File: src/hdl/lcsg_cell_front.sv
// data 3 and 4 source selection and gate-1 term gating for one logic cell
//
// Overview of operation
// - six-bit field, low bits of data3 register, picks the third input's source
// - six-bit field, low bits of data4 register, picks the fourth input's source
// - selector bits 7-6 read as zero and ignore writes
// - fields set at power-on reset only, kept through all other resets
// - gate bit 7 gates fourth input true, bit 6 its inverted copy
// - gate bit 5 gates third input true, bit 4 its inverted copy
// - gate bit 3 gates second input true, bit 2 its inverted copy
// - gate bit 1 gates first input true, bit 0 its inverted copy
//
// Our own choices: the register addresses and the strobed register port.
`timescale 1ns/1ps

// kept in this file so that the package is always compiled before its users
package lcsg_pkg;
  // register map, indices on the plain register port
  localparam int ADDR_W = 4;
  localparam logic [3:0] OFF_DATA3_SEL = 4'h0;
  localparam logic [3:0] OFF_DATA4_SEL = 4'h1;
  localparam logic [3:0] OFF_GATE1_EN = 4'h2;
  // register and field layout
  localparam int REG_W = 8;
  localparam int SEL_LSB = 0;
  localparam int SEL_W = 6;
  localparam int SEL_MSB = SEL_LSB + SEL_W - 1;
  localparam int NUM_DATA = 4;
  // gate-1 enable bit positions: true copy at 2k+1, inverted copy at 2k
  localparam int G1_IN4_TRUE = 7;
  localparam int G1_IN4_INV = 6;
  localparam int G1_IN3_TRUE = 5;
  localparam int G1_IN3_INV = 4;
  localparam int G1_IN2_TRUE = 3;
  localparam int G1_IN2_INV = 2;
  localparam int G1_IN1_TRUE = 1;
  localparam int G1_IN1_INV = 0;
  // power-on values stand in for the undefined contents after POR or BOR
  localparam logic [5:0] SEL_POR = 6'h00;
  localparam logic [7:0] GATE_POR = 8'h00;
  localparam logic [7:0] READ_NONE = 8'h00;
  localparam logic [1:0] SEL_UNUSED = 2'h0;
endpackage : lcsg_pkg

module lcsg_cell_front #(
  parameter int NUM_SRC = 64
) (
  // clock and power-on reset
  input wire logic mclk,
  input wire logic rst_n,
  // register port
  input wire logic [lcsg_pkg::ADDR_W-1:0] addr,
  input wire logic [lcsg_pkg::REG_W-1:0] wdata,
  input wire logic wr,
  input wire logic rd,
  output logic [lcsg_pkg::REG_W-1:0] rdata,
  // cell signals
  input wire logic [NUM_SRC-1:0] sources,
  input wire logic cell_data1,
  input wire logic cell_data2,
  output logic cell_data3,
  output logic cell_data4,
  output logic gate_one_output
);
  // elaboration stops here rather than letting selector codes alias
  if (NUM_SRC < 1 || NUM_SRC > (1 << lcsg_pkg::SEL_W)) begin : g_bad_num_src
    $error("lcsg_cell_front: NUM_SRC does not fit the selector field");
  end

  ////////////////////////////////////////////////////////////////////////////////
  // register decode

  function automatic logic hit(input logic [lcsg_pkg::ADDR_W-1:0] a,
                               input logic [lcsg_pkg::ADDR_W-1:0] off);
    hit = (a == off);
  endfunction : hit

  logic [lcsg_pkg::SEL_W-1:0] third_input_source_field;
  logic [lcsg_pkg::SEL_W-1:0] fourth_input_source_field;
  logic [lcsg_pkg::REG_W-1:0] gate1_term_enable;

  wire logic wr_sel3;
  wire logic wr_sel4;
  wire logic wr_gate;
  wire logic [lcsg_pkg::REG_W-1:0] data3_source_select;
  wire logic [lcsg_pkg::REG_W-1:0] data4_source_select;
  wire logic [lcsg_pkg::REG_W-1:0] next_rdata;

  assign wr_sel3 = wr && hit(addr, lcsg_pkg::OFF_DATA3_SEL);
  assign wr_sel4 = wr && hit(addr, lcsg_pkg::OFF_DATA4_SEL);
  assign wr_gate = wr && hit(addr, lcsg_pkg::OFF_GATE1_EN);

  // upper two bits have no storage, so they read back as zero
  assign data3_source_select = {lcsg_pkg::SEL_UNUSED, third_input_source_field};
  assign data4_source_select = {lcsg_pkg::SEL_UNUSED, fourth_input_source_field};

  assign next_rdata = !rd ? lcsg_pkg::READ_NONE :
                      hit(addr, lcsg_pkg::OFF_DATA3_SEL) ? data3_source_select :
                      hit(addr, lcsg_pkg::OFF_DATA4_SEL) ? data4_source_select :
                      hit(addr, lcsg_pkg::OFF_GATE1_EN) ? gate1_term_enable :
                      lcsg_pkg::READ_NONE;

  ////////////////////////////////////////////////////////////////////////////////
  // configuration storage

  // rst_n is the power-on/brown-out reset; no other reset reaches these fields
  always_ff @(posedge mclk or negedge rst_n) begin
    if (!rst_n) begin
      third_input_source_field <= lcsg_pkg::SEL_POR;
    end else if (wr_sel3) begin
      third_input_source_field <= wdata[lcsg_pkg::SEL_MSB:lcsg_pkg::SEL_LSB];
    end
  end

  always_ff @(posedge mclk or negedge rst_n) begin
    if (!rst_n) begin
      fourth_input_source_field <= lcsg_pkg::SEL_POR;
    end else if (wr_sel4) begin
      fourth_input_source_field <= wdata[lcsg_pkg::SEL_MSB:lcsg_pkg::SEL_LSB];
    end
  end

  always_ff @(posedge mclk or negedge rst_n) begin
    if (!rst_n) begin
      gate1_term_enable <= lcsg_pkg::GATE_POR;
    end else if (wr_gate) begin
      gate1_term_enable <= wdata;
    end
  end

  always_ff @(posedge mclk or negedge rst_n) begin
    if (!rst_n) begin
      rdata <= lcsg_pkg::READ_NONE;
    end else begin
      rdata <= next_rdata;
    end
  end

  ////////////////////////////////////////////////////////////////////////////////
  // source selection

  wire logic next_data3;
  wire logic next_data4;

  lcsg_src_mux #(
    .NUM_SRC(NUM_SRC),
    .SW(lcsg_pkg::SEL_W)
  ) u_mux3 (
    .sel(third_input_source_field),
    .sources(sources),
    .chosen(next_data3)
  );

  lcsg_src_mux #(
    .NUM_SRC(NUM_SRC),
    .SW(lcsg_pkg::SEL_W)
  ) u_mux4 (
    .sel(fourth_input_source_field),
    .sources(sources),
    .chosen(next_data4)
  );

  ////////////////////////////////////////////////////////////////////////////////
  // gate 1 term gating

  // data k sits at vector position k-1; its enables at 2(k-1)+1 and 2(k-1)
  wire logic [lcsg_pkg::NUM_DATA-1:0] next_data;
  wire logic [lcsg_pkg::NUM_DATA-1:0] true_term;
  wire logic [lcsg_pkg::NUM_DATA-1:0] inv_term;
  wire logic next_gate;

  assign next_data = {next_data4, next_data3, cell_data2, cell_data1};

  genvar k;
  generate
    for (k = 0; k < lcsg_pkg::NUM_DATA; k++) begin : g_term
      assign true_term[k] = gate1_term_enable[2*k+1] & next_data[k];
      assign inv_term[k] = gate1_term_enable[2*k] & ~next_data[k];
    end
  endgenerate

  // an empty enable set gives zero; polarity is applied further on in the cell
  assign next_gate = |{true_term, inv_term};

  // all three outputs are registered, so they move together one edge after the inputs
  always_ff @(posedge mclk or negedge rst_n) begin
    if (!rst_n) begin
      cell_data3 <= 1'b0;
      cell_data4 <= 1'b0;
      gate_one_output <= 1'b0;
    end else begin
      cell_data3 <= next_data3;
      cell_data4 <= next_data4;
      gate_one_output <= next_gate;
    end
  end
endmodule : lcsg_cell_front

File: src/hdl/lcsg_src_mux.sv
// source multiplexer for one cell data input
`timescale 1ns/1ps

module lcsg_src_mux #(
  parameter int NUM_SRC = 64,
  parameter int SW = 6
) (
  // selection
  input wire logic [SW-1:0] sel,
  // candidate sources
  input wire logic [NUM_SRC-1:0] sources,
  // chosen level
  output logic chosen
);
  if (NUM_SRC < 1 || NUM_SRC > (1 << SW)) begin : g_bad_num_src
    $error("lcsg_src_mux: NUM_SRC out of range for selector width");
  end

  // codes past the last source read as low rather than wrapping
  wire logic in_range;
  assign in_range = (32'(sel) < NUM_SRC);
  assign chosen = in_range ? sources[sel] : 1'b0;
endmodule : lcsg_src_mux

File: config.mk
export PLATFORM = sky130hd
export DESIGN_NAME = lcsg_cell_front
export DESIGN_NICKNAME = d
export VERILOG_FILES = /design/src/hdl/lcsg_cell_front.sv /design/src/hdl/lcsg_src_mux.sv
export SDC_FILE = /design/constraint.sdc
export NUM_CORES = 1
export LEC_CHECK = 0
export BUFFER_PORTS_ARGS = -buffer_cell sky130_fd_sc_hd__buf_2
export CAP_MARGIN = 10
export CORE_MARGIN = 2
export CORE_UTILIZATION = 54
export DETAILED_ROUTE_END_ITERATION = 16
export GPL_ROUTABILITY_DRIVEN = 0
export PLACE_DENSITY = 0.86
export SLEW_MARGIN = 10
export SYNTH_ARGS = -nofsm -noshare
export SYNTH_HDL_FRONTEND = slang
export SYNTH_SLANG_ARGS = --single-unit
File: constraint.sdc
create_clock -name mclk -period 3.92 [get_ports mclk]
set_clock_uncertainty 0.15 [all_clocks]
set_input_delay 0.784 -clock mclk [delete_from_list [all_inputs] [get_ports mclk]]
set_output_delay 0.784 -clock mclk [all_outputs]
set_load 0.02 [all_outputs]
==> results.md, run 1 <==
- Ys Warns: 0
- DR vias: 2276
- CP Launch Type: flop
- Post-CTS Hold Buffers: 0
- Ys async rst share: 100%
- Die H: 72.2 um
- Top post-synthesis cells by area: dfrtp_1 31%, mux2i_1 16%, mux2_2 11%
- Post-Synthesis Cells: 235
- Critical Path End Type: flop
- Leading cell types in the layout, fill and taps excluded: 92 x buf_2, 39 x mux2i_1, 31 x dfrtp_1
- Top delay family on crit path: multiplexers
- Design Area, Final: 0.00306 sq mm
- Area Overhead vs Synth: 21.7%
- DIE WIDTH: 72.2 um
- Vias in the first global route: 2262
- Worst R2R Setup Slack: 1060 ps
- First-pass GRT wire length: 10300 um
- Critical Path RT: 3980 ps
- Crit path max fanout: 15
- Setup violations, final: 0
- GRT Util Overall: 25.2%
- Critical path buffer and inverter count: 1
- Fmax: 350 MHz
- Post-synth top area share: 30.9%
- I/O Buffers: 92
- Max-Slew Margin vs Limit: 45.3%
- Most common cell after layout, fill and taps aside: buf_2
- Min Clock Period, post-route: 2860 ps
- Synth cell types: 35
- Clock H-tree levels: 2
- Congestion Overflow GR: 0
- Core ar.: 0.00441 sq mm
- Final wirelength: 6330 um
- CTS tree: done
- Max incr delay on CP: 670 ps
- Pwr/cell area: 433 mW/mm^2
- Synthesis-stage register bit count: 31
- Number of max-cap violations: 0
- Arr. time, crit path: 2920 ps
- Share of cells above drive strength 1: 41.5%
- Post-CTS setup buffer count: 0
- CTS clk-pin slew, worst paths: 60 ps
- HPWL reported at the end of detailed placement: 4920 um
- Net Count, Synth: 317
- Maximum VDD drop: 0.304 mV
- Setup TNS Final: 0 ps
- Starting DRT DRC Count: 147
- P_leak: 1.45 nW
- Nets: 404
- Worst skew pair latency: 270 ps
- Final count of hold timing violations: 0
- DRC: 0
- Vias/cell: 6.07
- RSZ-0062 raised after global routing: false
- Cts bufs inserted: 5
- Crit path kind: flop to flop
- Critical path cell sequence: buf_4 > mux4_2 > nand2b_1 > nand4b_1 > o21ai_0 > a311oi_1 > mux2_2 > nand4_1
- Status: finished, final reports clean
- Tightest Hold Check Type: input port to asynchronous set/reset pin
- Root buffer cell: clkbuf_8
- EDFF count, synth: 0
- CTS sink count: 31
- Sequential share of the synthesized area: 30.9%
- Clock Tree Buf Depth: 2
- Final period utilization: 72.9%
- Rows: 24
- Pre-antenna DRT Iters: 4
- Top-level I/O count: 93
- Slowest cell on the critical path: dfrtp_1
- DP Area: 0.00298 sq mm
- Post-cts repair resize count: 0
- Synthesized area per cell: 10.7 sq um
- Initial core utilization: 56.9%
- Worst hold slack: 391 ps
- Ant. Diodes: 0
- Worst Max-Slew Pin Slew: 821 ps
- Fill count: 328
- Antenna violations before repair: 0
- Antenna Violating Nets Remaining: 0
- Die ar.: 0.00521 sq mm
- Leading area contributor after synthesis: dfrtp_1
- Pins over their slew limit: 0
- Largest net degree at the start of global routing: 32
- Synth Flop Type: dfrtp_1
- Post-Syn Area: 0.00251 sq mm
- Drt wl/cell: 16.9 um
==> report_power, final <==
part	switching, mW	total, mW	internal, mW	leakage, nW
Sequential	0.121	0.505	0.384	0.389
Clock	0.107	0.232	0.124	0.0422
Combinational	0.270	0.587	0.317	1.02
Total	0.498	1.32	0.825	1.45
==> cell usage after synthesis (2+ instances only) <==
master	number
dfrtp_1	31
nor2_1	15
mux2_2	25
mux2i_1	39
mux4_2	8
o22ai_1	7
inv_1	7
nand3_1	5
nor2b_1	10
nor3_1	2
a22oi_1	14
nand2_1	11
a21oi_1	3
nand2b_1	5
and3_1	2
nand4_1	5
mux4_1	6
a22o_1	2
o21ai_0	8
nand4b_1	5
clkbuf_1	9
buf_2	3
==> layout make-up <==
class / count / area, sq um / share of cell area (%)
multi-input combinational: 182 / 1630 / 53.2
inverter: 7 / 26.3 / 0.860
sequential: 31 / 776 / 25.4
clock inverter: 1 / 5.00 / 0.164
clock buffer: 7 / 76.3 / 2.50
tap: 52 / 65.1 / 2.13
timing repair buffer: 95 / 483 / 15.8
==> cells by family after synthesis <==
family	after synthesis	synth area share [%]
mux	78	40.2
compound gates	39	10.5
simple gates	65	14.1
flops	31	30.9
buf+inv	22	4.38
==> metrics by stage <==
stage	util (%)	worst slack (ps)	total power [mW]	instances
final	69.2	1060	1.32	375
after global routing	69.2	865	1.40	375
after CTS	69.2	1040	1.32	375
after detailed placement	67.4	1060	1.09	367
after global placement	67.4	1110	1.07	367
after floorplan	-	1290	0.925	235
==> worst register-to-register path, delay by kind of cell (launching register included) <==
kind,cells,cell delay [ps]
and+or+nand+nor,3,330
DFF,1,670
AOI/OAI and AO/OA,2,410
buffers and inverters,1,340
muxes,2,900
==> layer usage <==
metal / GRT usage [%] / up-vias / wire length (um)
met5: 0 / - / 0
met4: 4.82 / 0 / 53
met3: 4.31 / 6 / 430
met2: 45.0 / 92 / 3290
met1: 32.2 / 1094 / 2560
li1: - / 1084 / -
==> flip-flops by register name (all words and copies together), names as in the netlist <==
name                       count
cell_data3                     1
gate1_term_enable              8
gate_one_output                1
rdata                          8
third_input_source_field       6
cell_data4                     1
fourth_input_source_field      6
==> worst paths after layout <==
| check | from | end | depth (start not counted) |
|---|---|---|---|
| min reg2reg | gate1_term_enable[5] | gate1_term_enable[5] | 1 |
| max in group asynchronous | rst_n | third_input_source_field[1] | 1 |
| min in group mclk | gate1_term_enable[5] | gate1_term_enable[5] | 1 |
| max | fourth_input_source_field[0] | gate_one_output | 8 |
| max reg2reg | fourth_input_source_field[0] | gate_one_output | 8 |
| min | rst_n | rdata[2] | 1 |
No activity file was read; power rests on OpenSTA's default activity.
==> run 2, diff against run 1 <==
--- a/config.mk
+++ b/config.mk
@@ -8,10 +8,10 @@
 export BUFFER_PORTS_ARGS = -buffer_cell sky130_fd_sc_hd__buf_2
 export CAP_MARGIN = 10
 export CORE_MARGIN = 2
-export CORE_UTILIZATION = 54
+export CORE_UTILIZATION = 50
 export DETAILED_ROUTE_END_ITERATION = 16
 export GPL_ROUTABILITY_DRIVEN = 0
-export PLACE_DENSITY = 0.86
+export PLACE_DENSITY = 0.81
 export SLEW_MARGIN = 10
 export SYNTH_ARGS = -nofsm -noshare
 export SYNTH_HDL_FRONTEND = slang
==> constraint.sdc (replaced) <==
create_clock -name mclk -period 2.7 [get_ports mclk]
set_clock_uncertainty 0.15 [all_clocks]
set_input_delay 0.54 -clock mclk [delete_from_list [all_inputs] [get_ports mclk]]
set_output_delay 0.54 -clock mclk [all_outputs]
set_load 0.02 [all_outputs]
==> results.md, run 2 (same netlist as run 1, synthesis figures left out) <==
- Status: finished, final reports clean
- Max-Slew Margin vs Limit: 56.4%
- Tightest Hold Check Type: input port to asynchronous set/reset pin
- Switching power: 0.746 mW
- Starting DRT DRC Count: 150
- Post-cts repair resize count: 0
- Setup TNS Final: 0 ps
- Worst Max-Slew Pin Slew: 653 ps
- Design Area, Final: 0.00316 sq mm
- Congestion Overflow GR: 0
- CP Launch Type: flop
- Ant. Diodes: 0
- Crit path kind: flop to flop
- Rows: 25
- Core ar.: 0.00479 sq mm
- P_int: 1.29 mW
- I/O Buffers: 92
- Die ar.: 0.00561 sq mm
- Post-CTS Hold Buffers: 0
- Fmax: 386 MHz
- Setup WS pre-CTS: 95.1 ps
- Arr. time, crit path: 2650 ps
- Critical Path End Type: flop
- CTS tree: done
- Critical path cell sequence: buf_12 > mux4_1 > mux4_2 > mux2_2 > or3b_1 > nand4_1
- Cts bufs inserted: 5
- Maximum VDD drop: 0.397 mV
- Logic pwr share: 46.5%
- RSZ-0062 raised after global routing: false
- Clk network pwr share: 19.1%
- DR vias: 2356
- Clock Tree Buf Depth: 2
- Worst hold slack: 139 ps
- Top delay family on crit path: multiplexers
- Net Sw Frac: 36.6%
- Min Clock Period, post-route: 2590 ps
- Critical Path RT: 2760 ps
- CTS sink count: 31
- Crit path max fanout: 11
- DIE WIDTH: 74.9 um
- Die H: 74.9 um
- Initial core utilization: 52.5%
- Area Overhead vs Synth: 25.7%
- First-pass GRT wire length: 10600 um
- Most common cell after layout, fill and taps aside: buf_2
- Post-CTS setup buffer count: 0
- DRC: 0
- Final count of hold timing violations: 0
- Clock H-tree levels: 2
- Critical path buffer and inverter count: 1
- Antenna violations before repair: 0
- Seq pwr share: 34.4%
- Worst setup margin: 111 ps
- Share of cells above drive strength 1: 42.7%
- Root buffer cell: clkbuf_8
- Vias in the first global route: 2362
- Largest net degree at the start of global routing: 32
- Total power: 2.04 mW
- DP Area: 0.00306 sq mm
- Pins over their slew limit: 0
- Antenna Violating Nets Remaining: 0
- Final period utilization: 95.9%
- Worst skew pair latency: 280 ps
- Leading cell types in the layout, fill and taps excluded: 92 x buf_2, 39 x mux2i_1, 31 x dfrtp_1
- Top flop regs: gate1_term_enable (8), rdata (8)
- Top-level I/O count: 93
- P_leak: 1.49 nW
- Nets: 409
- Drt wl/cell: 16.9 um
- Setup violations, final: 0
- Vias/cell: 5.96
- Pwr/cell area: 645 mW/mm^2
- GRT Util Overall: 24.6%
- Max incr delay on CP: 570 ps
- Slowest cell on the critical path: mux4_1
- HPWL reported at the end of detailed placement: 5170 um
- Number of max-cap violations: 0
- CTS clk-pin slew, worst paths: 60 ps
- Final wirelength: 6660 um
- Pre-antenna DRT Iters: 5
==> run 2: cell types whose count changed in the layout (fill, tap and decap cells not counted) <==
cell,before,now
clkinv_2,1,0
clkbuf_8,5,7
buf_4,3,6
buf_12,0,2
clkbuf_1,2,1
==> run 2: final timing paths <==
kind / from / endpoint / slack, ps / cells after the start
max in group asynchronous: rst_n / gate1_term_enable[5] / 1840 / 1
min reg2reg: gate1_term_enable[2] / gate1_term_enable[2] / 410 / 1
max: fourth_input_source_field[0] / gate_one_output / 110 / 6
min: rst_n / third_input_source_field[2] / 140 / 1
min in group mclk: wdata[7] / gate1_term_enable[7] / 350 / 2
max reg2reg: fourth_input_source_field[0] / gate_one_output / 110 / 6
==> run 2: area by class of cell <==
cell class	count	area, sq um
Fill cell	373	1630
Sequential cell	31	776
Timing Repair Buffer	100	546
Tap cell	67	83.8
Inverter	7	26.3
Clock buffer	8	100
Multi-Input combinational cell	182	1630
==> run 2: power by group through the flow <==
stage               Combinational, mW  Sequential, mW  Clock (mW)
floorplan                       0.685           0.658           0
global placement                0.918           0.699           0
detailed placement              0.938           0.703           0
CTS                             0.944           0.694       0.392
global route                     1.02           0.712       0.415
finish                          0.948           0.700       0.389
==> run 2: layer usage <==
layer | part of all wire [%] | global-route usage [%]
met4 | 1.9 | 7.54
met2 | 51 | 43.6
met5 | 0 | 0
met1 | 40 | 29.9
met3 | 7.1 | 5.35
==> run 2: per-stage QoR <==
stage                     utilization [%]  cells
after global placement               63.9    387
after floorplan                         -    235
after CTS                            66.0    395
after global routing                 66.0    395
final                                66.0    395
after detailed placement             63.9    387
